`src/verilog/cfs_pkg.sv`:
```
// Purpose: shared constants for the checksum unit with flash scan
// Assumes: AHB-Lite register access, 32-bit words, byte-wide fields
// Notes:   offsets are byte addresses of aligned words
package cfs_pkg;
    localparam logic [11:0] CFS_OFF_CONTROL = 12'h000;
    localparam logic [11:0] CFS_OFF_INPUT   = 12'h004;
    localparam logic [11:0] CFS_OFF_RESULT  = 12'h008;
    localparam logic [11:0] CFS_OFF_AUTO    = 12'h00C;
    localparam logic [11:0] CFS_OFF_COUNT   = 12'h010;
    localparam logic [11:0] CFS_OFF_REVERSE = 12'h014;
    localparam logic [11:0] CFS_OFF_STATUS  = 12'h018;
    localparam int CFS_CTL_PNT_LO   = 0;
    localparam int CFS_CTL_PNT_HI   = 1;
    localparam int CFS_CTL_SEEDSEL  = 2;
    localparam int CFS_CTL_INIT     = 3;
    localparam int CFS_CTL_POLY_WIDTH_SELECT  = 4;
    localparam int CFS_AUTO_EN      = 7;
    localparam int CFS_AUTO_ST_HI   = 5;
    localparam logic [15:0] CFS_POLY16 = 16'h1021;
    localparam logic [31:0] CFS_POLY32 = 32'h04C1_1DB7;
    localparam logic [31:0] CFS_POLY32_REFL = 32'hEDB8_8320;
    localparam logic [31:0] CFS_SEED_ONES = 32'hFFFF_FFFF;
    localparam logic [31:0] CFS_SEED_ZERO = 32'h0000_0000;
    localparam int CFS_BLOCK_BYTES  = 1024;
    localparam int CFS_BLOCK_SHIFT  = 10;
    localparam logic [1:0] CFS_HTRANS_NONSEQ = 2'b10;
    localparam logic [1:0] CFS_HSIZE_WORD    = 2'b10;
    typedef enum logic [1:0]
    {
        CFS_IDLE  = 2'b00,
        CFS_FETCH = 2'b01,
        CFS_WAIT  = 2'b10,
        CFS_DONE  = 2'b11
    } cfs_scan_state_t;
endpackage : cfs_pkg
```
`src/verilog/cfs_bit_reverse.sv`:
```
// Purpose: byte bit-order reversal
// Assumes: registered in the caller
// Notes:   purely combinational
`timescale 1ns/1ns
module cfs_bit_reverse
(
    input  wire logic [7:0] din,
    output logic      [7:0] dout
);
    always_comb
    begin
        for (int i = 0; i < 8; i++)
            dout[i] = din[7 - i];
    end
endmodule : cfs_bit_reverse

```
`src/verilog/cfs_checksum_unit.sv`:
```
// Purpose: checksum unit with register access and automatic flash scan
// Assumes: one clock hclk, flash read port answers with flash_valid
// Notes:   cpu_hold stays high while a scan runs; the bus also stalls
//
// Local design decisions: the AHB-Lite slave port and the register offsets.
`timescale 1ns/1ns
// Overview of operation
// - 16-bit mode uses generator 0x1021 giving 16-bit result.
// - 32-bit mode uses generator 0x04C11DB7 giving 32-bit result.
// - result seeds to all zeros or all ones across full width.
// - 16-bit mode xors each byte into upper eight result bits.
// - 16-bit: eight left shifts, xor polynomial if top bit set.
// - 32-bit mode xors each byte into lowest result byte.
// - 32-bit: eight right shifts, xor 0xEDB88320 if bottom bit set.
// - each input byte write folds into the result at once.
// - software zeroes pointer; each result read advances it.
// - engine checksums consecutive 1024-byte flash blocks unaided.
// - with auto enable, any control write starts the scan.
// - cpu is held until the scan finishes.
// - third fetched byte after start write is indeterminate.
// - bit-reverse register reverses the written byte's bits.
// - reversed byte readable by the very next access.
// - dummy reverse write after start has no other effect.
// - poly select zero means 32-bit, one means 16-bit.
// - seed select one loads ones, zero loads zeros.
// - pointer picks result byte; 16-bit mode repeats low bytes.
// - result may be invalid one cycle after init.
module cfs_checksum_unit
    import cfs_pkg::*;
#(
    parameter int FLASH_AW = 16
)
(
    input  wire logic                hclk,
    input  wire logic                hresetn,
    input  wire logic                hsel,
    input  wire logic [31:0]         haddr,
    input  wire logic [1:0]          htrans,
    input  wire logic                hwrite,
    input  wire logic [2:0]          hsize,
    input  wire logic [31:0]         hwdata,
    input  wire logic                hready,
    output logic      [31:0]         hrdata,
    output logic                     hreadyout,
    output logic                     hresp,
    output logic                     flash_req,
    output logic      [FLASH_AW-1:0] flash_addr,
    input  wire logic [7:0]          flash_data,
    input  wire logic                flash_valid,
    output logic                     cpu_hold,
    output logic                     fetch_byte_bad
);
    //------------------------------------------------------------
    // state
    //------------------------------------------------------------
    logic [31:0]         result_q, result_d;
    logic [1:0]          pnt_q, pnt_d;
    logic                poly_width_select_q, poly_width_select_d;
    logic                seedsel_q, seedsel_d;
    logic                auto_en_q, auto_en_d;
    logic [5:0]          start_q, start_d;
    logic [7:0]          count_q, count_d;
    logic [7:0]          input_q, input_d;
    logic [7:0]          rev_q, rev_d;
    logic                init_q, init_d;
    cfs_scan_state_t     st_q, st_d;
    logic [FLASH_AW-1:0] faddr_q, faddr_d;
    logic [CFS_BLOCK_SHIFT-1:0] bytecnt_q, bytecnt_d;
    logic [7:0]          blocks_q, blocks_d;
    logic [1:0]          fetch_cnt_q, fetch_cnt_d;
    logic                ph_act_q, ph_act_d;
    logic                ph_wr_q, ph_wr_d;
    logic [11:0]         ph_addr_q, ph_addr_d;
    logic [31:0]         rdata_q, rdata_d;
    logic                rd_done_q, rd_done_d;

    logic [7:0]  step_byte;
    logic [31:0] step_out;
    logic [7:0]  rev_out;
    logic        scan_busy;
    logic [7:0]  sel_byte;

    cfs_crc_step u_step
    (
        .wide16  (poly_width_select_q),
        .acc_in  (result_q),
        .data_in (step_byte),
        .acc_out (step_out)
    );

    cfs_bit_reverse u_rev
    (
        .din  (hwdata[7:0]),
        .dout (rev_out)
    );

    function automatic logic [7:0] pick_byte
    (
        input logic [31:0] r,
        input logic [1:0]  p,
        input logic        w16
    );
        logic [1:0] idx;
        idx = w16 ? {1'b0, p[0]} : p;
        pick_byte = r[idx*8 +: 8];
    endfunction : pick_byte

    assign scan_busy = (st_q != CFS_IDLE);
    assign sel_byte  = pick_byte(result_q, pnt_q, poly_width_select_q);
    assign step_byte = scan_busy ? flash_data : hwdata[7:0];

    //------------------------------------------------------------
    // bus outputs
    //------------------------------------------------------------
    // data phase stalls during a scan, holding the cpu too;
    // reads take one wait state so hrdata stands from a flop
    assign hreadyout = !(ph_act_q &&
                         (scan_busy || (!ph_wr_q && !rd_done_q)));
    assign hresp     = 1'b0;
    assign hrdata    = rdata_q;
    assign cpu_hold  = scan_busy;
    assign flash_req = (st_q == CFS_FETCH);
    assign flash_addr = faddr_q;
    assign fetch_byte_bad = (fetch_cnt_q != 2'd0);

    //------------------------------------------------------------
    // next-state logic
    //------------------------------------------------------------
    always_comb
    begin
        logic wr_go;
        logic rd_go;
        wr_go = 1'b0;
        rd_go = 1'b0;
        result_d  = result_q;
        pnt_d     = pnt_q;
        poly_width_select_d = poly_width_select_q;
        seedsel_d = seedsel_q;
        auto_en_d = auto_en_q;
        start_d   = start_q;
        count_d   = count_q;
        input_d   = input_q;
        rev_d     = rev_q;
        init_d    = 1'b0;
        st_d      = st_q;
        faddr_d   = faddr_q;
        bytecnt_d = bytecnt_q;
        blocks_d  = blocks_q;
        fetch_cnt_d = (fetch_cnt_q != 2'd0) ?
                      fetch_cnt_q - 2'd1 : 2'd0;
        ph_act_d  = ph_act_q;
        ph_wr_d   = ph_wr_q;
        ph_addr_d = ph_addr_q;
        rdata_d   = rdata_q;

        rd_go     = ph_act_q && !ph_wr_q && !scan_busy && !rd_done_q;
        rd_done_d = rd_go;
        if (hreadyout)
        begin
            wr_go = ph_act_q && ph_wr_q;
            ph_act_d  = hsel && hready && (htrans == CFS_HTRANS_NONSEQ);
            ph_wr_d   = hwrite;
            ph_addr_d = haddr[11:0];
        end

        // address decode; unmapped reads give zero, writes ignored
        if (rd_go)
        begin
            rdata_d = 32'h0000_0000;
            if (ph_addr_q == CFS_OFF_CONTROL)
                rdata_d = {27'h000_0000, poly_width_select_q, 1'b0,
                           seedsel_q, pnt_q};
            else if (ph_addr_q == CFS_OFF_INPUT)
                rdata_d = {24'h00_0000, input_q};
            else if (ph_addr_q == CFS_OFF_RESULT)
            begin
                rdata_d = {24'h00_0000, sel_byte};
                pnt_d   = pnt_q + 2'd1;
            end
            else if (ph_addr_q == CFS_OFF_AUTO)
                rdata_d = {24'h00_0000, auto_en_q, 1'b0, start_q};
            else if (ph_addr_q == CFS_OFF_COUNT)
                rdata_d = {24'h00_0000, count_q};
            else if (ph_addr_q == CFS_OFF_REVERSE)
                rdata_d = {24'h00_0000, rev_q};
            else if (ph_addr_q == CFS_OFF_STATUS)
                rdata_d = {31'h0000_0000, scan_busy};
        end

        if (wr_go)
        begin
            if (ph_addr_q == CFS_OFF_CONTROL)
            begin
                poly_width_select_d = hwdata[CFS_CTL_POLY_WIDTH_SELECT];
                seedsel_d = hwdata[CFS_CTL_SEEDSEL];
                pnt_d     = hwdata[CFS_CTL_PNT_HI:CFS_CTL_PNT_LO];
                if (hwdata[CFS_CTL_INIT])
                begin
                    // seed follows the select bit written together
                    result_d = hwdata[CFS_CTL_SEEDSEL] ?
                               CFS_SEED_ONES : CFS_SEED_ZERO;
                    init_d   = 1'b1;
                end
                if (hwdata[CFS_CTL_INIT] || auto_en_q)
                    fetch_cnt_d = 2'd3;
                if (auto_en_q && st_q == CFS_IDLE)
                begin
                    st_d      = CFS_FETCH;
                    faddr_d   = FLASH_AW'({start_q, 8'h00});
                    bytecnt_d = '0;
                    blocks_d  = count_q;
                end
            end
            else if (ph_addr_q == CFS_OFF_INPUT)
            begin
                input_d  = hwdata[7:0];
                result_d = step_out;
            end
            else if (ph_addr_q == CFS_OFF_RESULT)
            begin
                // a result write replaces the pointed byte
                result_d[pnt_q*8 +: 8] = hwdata[7:0];
                pnt_d = pnt_q + 2'd1;
            end
            else if (ph_addr_q == CFS_OFF_AUTO)
            begin
                auto_en_d = hwdata[CFS_AUTO_EN];
                start_d   = hwdata[CFS_AUTO_ST_HI:0];
            end
            else if (ph_addr_q == CFS_OFF_COUNT)
                count_d = hwdata[7:0];
            else if (ph_addr_q == CFS_OFF_REVERSE)
                rev_d = rev_out;
        end

        //--------------------------------------------------------
        // flash scan
        //--------------------------------------------------------
        case (st_q)
            CFS_IDLE:
                ;
            CFS_FETCH:
                st_d = CFS_WAIT;
            CFS_WAIT:
            begin
                if (flash_valid)
                begin
                    result_d  = step_out;
                    faddr_d   = faddr_q + FLASH_AW'(1);
                    bytecnt_d = bytecnt_q + 1'b1;
                    st_d      = CFS_FETCH;
                    if (&bytecnt_q)
                    begin
                        blocks_d = blocks_q - 8'd1;
                        if (blocks_q <= 8'd1)
                            st_d = CFS_DONE;
                    end
                end
            end
            CFS_DONE:
                st_d = CFS_IDLE;
            default:
                st_d = CFS_IDLE;
        endcase
    end

    //------------------------------------------------------------
    // registers
    //------------------------------------------------------------
    always_ff @(posedge hclk or negedge hresetn)
    begin
        if (!hresetn)
        begin
            result_q  <= CFS_SEED_ZERO;
            pnt_q     <= 2'd0;
            poly_width_select_q <= 1'b0;
            seedsel_q <= 1'b0;
            auto_en_q <= 1'b0;
            start_q   <= 6'h00;
            count_q   <= 8'h00;
            input_q   <= 8'h00;
            rev_q     <= 8'h00;
            init_q    <= 1'b0;
            st_q      <= CFS_IDLE;
            faddr_q   <= '0;
            bytecnt_q <= '0;
            blocks_q  <= 8'h00;
            fetch_cnt_q <= 2'd0;
            ph_act_q  <= 1'b0;
            ph_wr_q   <= 1'b0;
            ph_addr_q <= 12'h000;
            rdata_q   <= 32'h0000_0000;
            rd_done_q <= 1'b0;
        end
        else
        begin
            result_q  <= result_d;
            pnt_q     <= pnt_d;
            poly_width_select_q <= poly_width_select_d;
            seedsel_q <= seedsel_d;
            auto_en_q <= auto_en_d;
            start_q   <= start_d;
            count_q   <= count_d;
            input_q   <= input_d;
            rev_q     <= rev_d;
            init_q    <= init_d;
            st_q      <= st_d;
            faddr_q   <= faddr_d;
            bytecnt_q <= bytecnt_d;
            blocks_q  <= blocks_d;
            fetch_cnt_q <= fetch_cnt_d;
            ph_act_q  <= ph_act_d;
            ph_wr_q   <= ph_wr_d;
            ph_addr_q <= ph_addr_d;
            rdata_q   <= rdata_d;
            rd_done_q <= rd_done_d;
        end
    end
endmodule : cfs_checksum_unit

```
`src/verilog/cfs_crc_step.sv`:
```
// Purpose: combinational one-byte checksum update
// Assumes: wide selects 16-bit mode when high
// Notes:   unrolled over eight bit steps
`timescale 1ns/1ns
module cfs_crc_step
    import cfs_pkg::*;
(
    input  wire logic        wide16,
    input  wire logic [31:0] acc_in,
    input  wire logic [7:0]  data_in,
    output logic      [31:0] acc_out
);
    logic [15:0] a16;
    logic [31:0] a32;
    always_comb
    begin
        a16 = acc_in[15:0] ^ {data_in, 8'h00};
        a32 = acc_in ^ {24'h00_0000, data_in};
        for (int i = 0; i < 8; i++)
        begin
            if (a16[15])
                a16 = {a16[14:0], 1'b0} ^ CFS_POLY16;
            else
                a16 = {a16[14:0], 1'b0};
            if (a32[0])
                a32 = {1'b0, a32[31:1]} ^ CFS_POLY32_REFL;
            else
                a32 = {1'b0, a32[31:1]};
        end
        acc_out = wide16 ? {16'h0000, a16} : a32;
    end
endmodule : cfs_crc_step

```
`config.mk`:
```
export PLATFORM = sky130hd
export DESIGN_NAME = cfs_checksum_unit
export DESIGN_NICKNAME = d
export VERILOG_FILES = /design/src/verilog/cfs_pkg.sv /design/src/verilog/cfs_bit_reverse.sv /design/src/verilog/cfs_checksum_unit.sv /design/src/verilog/cfs_crc_step.sv
export SDC_FILE = /design/constraint.sdc
export NUM_CORES = 1
export LEC_CHECK = 0
export ABC_AREA = 1
export ABC_CLOCK_PERIOD_IN_PS = 2600
export BUFFER_PORTS_ARGS = -buffer_cell sky130_fd_sc_hd__buf_2
export CAP_MARGIN = 20
export CORE_ASPECT_RATIO = 0.75
export CORE_MARGIN = 2
export CORE_UTILIZATION = 59
export DETAILED_ROUTE_END_ITERATION = 10
export PLACE_DENSITY_LB_ADDON = 0.12
export SYNTH_ARGS = -nofsm -noshare
export SYNTH_HDL_FRONTEND = slang
export SYNTH_SLANG_ARGS = --single-unit
```
`constraint.sdc`:
```
create_clock -name hclk -period 2.6 [get_ports hclk]
set_clock_uncertainty 0.2 [all_clocks]
set_input_delay 0.52 -clock hclk [delete_from_list [all_inputs] [get_ports hclk]]
set_output_delay 0.52 -clock hclk [all_outputs]
set_load 0.01 [all_outputs]
```
==> impl_metrics.env <==
export IMPL_hp_class="in2reg"
export IMPL_ys_warn_count=0
export IMPL_worst_pin_slew_ns=0.670
export IMPL_die_area_um2=16800
export IMPL_arrival_ns=2.61
export IMPL_period_share=0.957
export IMPL_met2WireLength_um=12300
export IMPL_synth_ff_type="dfrtp_1"
export IMPL_setup_violations=0
export IMPL_vias=9868
export IMPL_fillers=1351
export IMPL_via_per_inst=5.89
export IMPL_path_cells="nor2_4 > buf_4 > nand2_1 > nand3_1 > nand2_4 > nand2_1 > nand2_1 > nand2_1 > nand3_1 > nand2_1 > nand2_1 > nand3_1 > nand2_1"
export IMPL_p_leak_nw=5.63
export IMPL_fin_tns_setup_ns=0
export IMPL_status="complete, no violations"
export IMPL_coreArea_um2=15300
export IMPL_synthCells=1356
export IMPL_die_width_um=149
export IMPL_final_antenna_net_count=0
export IMPL_io_pins=136
export IMPL_multi_input_area_um2=5270
export IMPL_num_rows=39
export IMPL_layout_setup_ws_ns=0.111
export IMPL_worstSetupStartpointType="flip-flop"
export IMPL_place_ws_ns=0.0588
export IMPL_yosysSeqAreaShare=0.344
export IMPL_clockBufferDepth=2
export IMPL_syn_to_final_growth_pct=14.8
export IMPL_top_layer="met4"
export IMPL_cts_root_buf="clkbuf_16"
export IMPL_yosys_area_top_type="dfrtp_1"
export IMPL_final_min_clock_period_ns=2.49
export IMPL_grt_ovfl_total=0
export IMPL_port_buffers=63
export IMPL_ys_top_cells_by_area="dfrtp_1, nand2_1, o21ai_0"
export IMPL_start_util=0.607
export IMPL_crit_type="reg2reg"
export IMPL_wirelength_um=30700
export IMPL_yosysUniqueCellTypes=59
export IMPL_grt_pass1_wl_um=48000
export IMPL_clock_sinks=128
export IMPL_drive_above_1_share=0.156
export IMPL_cp_top_family="simple AND/OR/NAND/NOR gates"
export IMPL_netlist_top_cells_count="nand2_1, dfrtp_1, inv_1"
export IMPL_grt_max_degree=54
export IMPL_dp_hpwl_um=22400
export IMPL_drt_iter0_drc=1318
export IMPL_n_antenna_cell=0
export IMPL_dr_pass1_iters=8
export IMPL_rsz0062_at_grt="no"
export IMPL_nets=1548
export IMPL_cts_made_buffers=17
export IMPL_clock_latency_ns=0.43
export IMPL_synthArstFlopShare=1.00
export IMPL_critical_path_top_cell_by_count="nand2_1"
export IMPL_synth_area_um2=9310
export IMPL_synth_top_area_share=0.344
export IMPL_die_h_um=113
export IMPL_cp_data_required_time_ns=2.72
export IMPL_peakVddDrop_mv=0.617
export IMPL_wl_met3_um=4570
export IMPL_syn_avg_cell_area_um2=6.86
export IMPL_cpMaxStageDelayCell="dfrtp_1"
export IMPL_hold_violations=0
export IMPL_clk_pin_slew_ns=0.06
export IMPL_p_per_area_nw_per_um2=876
export IMPL_grt_pass1_vias=8909
export IMPL_drc_errors=0
export IMPL_maxSlewHeadroom=0.550
export IMPL_globalplace_congestion=1.03
export IMPL_ys_ff_latch=128
export IMPL_slew_viol_final=0
export IMPL_detail_route_wl_per_cell_um=18.3
export IMPL_met1_length_um=13200
export IMPL_h_tree_depth=4
export IMPL_total_power_mw=9.36
export IMPL_regArea_um2=3200
export IMPL_fmax_mhz=402
export IMPL_cts_tree="done"
export IMPL_end_kind="flip-flop"
export IMPL_worst_path_buf_inv=1
export IMPL_cp_slowest_stage_delay_ns=0.44
export IMPL_yosysMostFrequentCell="nand2_1"
export IMPL_synth_edff_count=0
export IMPL_drv_cap=0
export IMPL_antenna_found_initial=0
export IMPL_grt_usage=0.373
export IMPL_crit_fanout=8
final timing paths:
kind	startpoint	to	slack [ns]	cells after the start
setup / recovery	st_q[1]	result_q[4]	0.11	13
hold / removal	haddr[10]	ph_addr_q[10]	0.1	3
setup reg to reg	st_q[1]	result_q[4]	0.11	13
hold reg to reg	fetch_cnt_q[0]	fetch_cnt_q[0]	0.27	1
max in group asynchronous	hresetn	result_q[12]	1.10	3
min in group asynchronous	hresetn	ph_addr_q[11]	0.42	2
worst reg2reg max path, delay by kind of cell, from the launching register on:
family | cells | cell delay, ns
simple gates | 12 | 1.53
flops | 1 | 0.44
buf+inv | 1 | 0.22
power by group:
part | switching, mW | total, mW | internal, mW
clock network | 1.01 | 2.47 | 1.46
registers | 0.325 | 2.54 | 2.22
logic | 2.87 | 4.35 | 1.49
cell usage in the layout (no fill, tap or decap), drive strengths merged, types with 3 or more instances in the layout:
master and n:
xor2 32, o21ai 131, mux2 4, clkinv 7, a21oi 63, nor3 19
nand3b 3, o22ai 12, clkbuf 19, nand3 119, clkinvlp 3, inv 134
xnor2 7, ha 9, nand4 13, a211oi 3, conb 25, o41ai 3
o31ai 4, or2 7, nand2 466, dfrtp 128, a31oi 6, nor2 72
buf 128, nor4 4, o211ai 28
metal layers:
layer,GRT usage,vias up
met5,0,-
met4,0.0965,0
met3,0.152,75
met1,0.545,4518
li1,-,4623
met2,0.512,652
layout make-up:
cell class | count | area share
inverters | 133 | 0.0468
repair buffers | 129 | 0.0802
flip-flops and latches | 128 | 0.300
clock buffers | 19 | 0.0415
clock inverters | 13 | 0.0144
well taps | 205 | 0.0240
multi-input cells | 1047 | 0.493
registers in the layout, indices dropped and copies added (netlist names):
register and flops:
ph_act_q 1, input_q 8, start_q 6, blocks_q 8, seedsel_q 1, rd_done_q 1
pnt_q 2, ph_addr_q 12, result_q 32, count_q 8, auto_en_q 1, bytecnt_q 10
ph_wr_q 1, poly_width_select_q 1, rev_q 8, st_q 2, fetch_cnt_q 2, flash_addr 16
hrdata 8
through the flow:
| step | instances | cell area, µm² | hold WS, ns | utilization |
|---|---|---|---|---|
| floorplan | 1380 | 9400 | 0.0244 | - |
| global placement | 1638 | 10000 | 0.262 | 0.654 |
| detailed placement | 1638 | 10000 | 0.262 | 0.654 |
| CTS | 1671 | 10600 | 0.0928 | 0.694 |
| global route | 1674 | 10700 | 0.111 | 0.697 |
| finish | 1674 | 10700 | 0.0959 | 0.697 |
cell families after synthesis:
| group | Yosys count | share of synthesized area |
|---|---|---|
| simple gates | 705 | 0.336 |
| compound gates | 265 | 0.162 |
| buf+inv | 205 | 0.101 |
| flops | 128 | 0.344 |
| xor+xnor | 39 | 0.0383 |
| fa+ha+maj | 9 | 0.0121 |
| mux | 4 | 0.00484 |
| other cells | 1 | 0.000403 |
repair_timing:
item / 4_1_cts / 5_1_grt
setup buffers: 0 / 3
endpoints found under the setup margin: 0 / 35
resized for setup: 0 / 7
hold buffers: 1 / 0
endpoints found under the hold margin: 50 / 0
(Power assumes the default switching activity.)
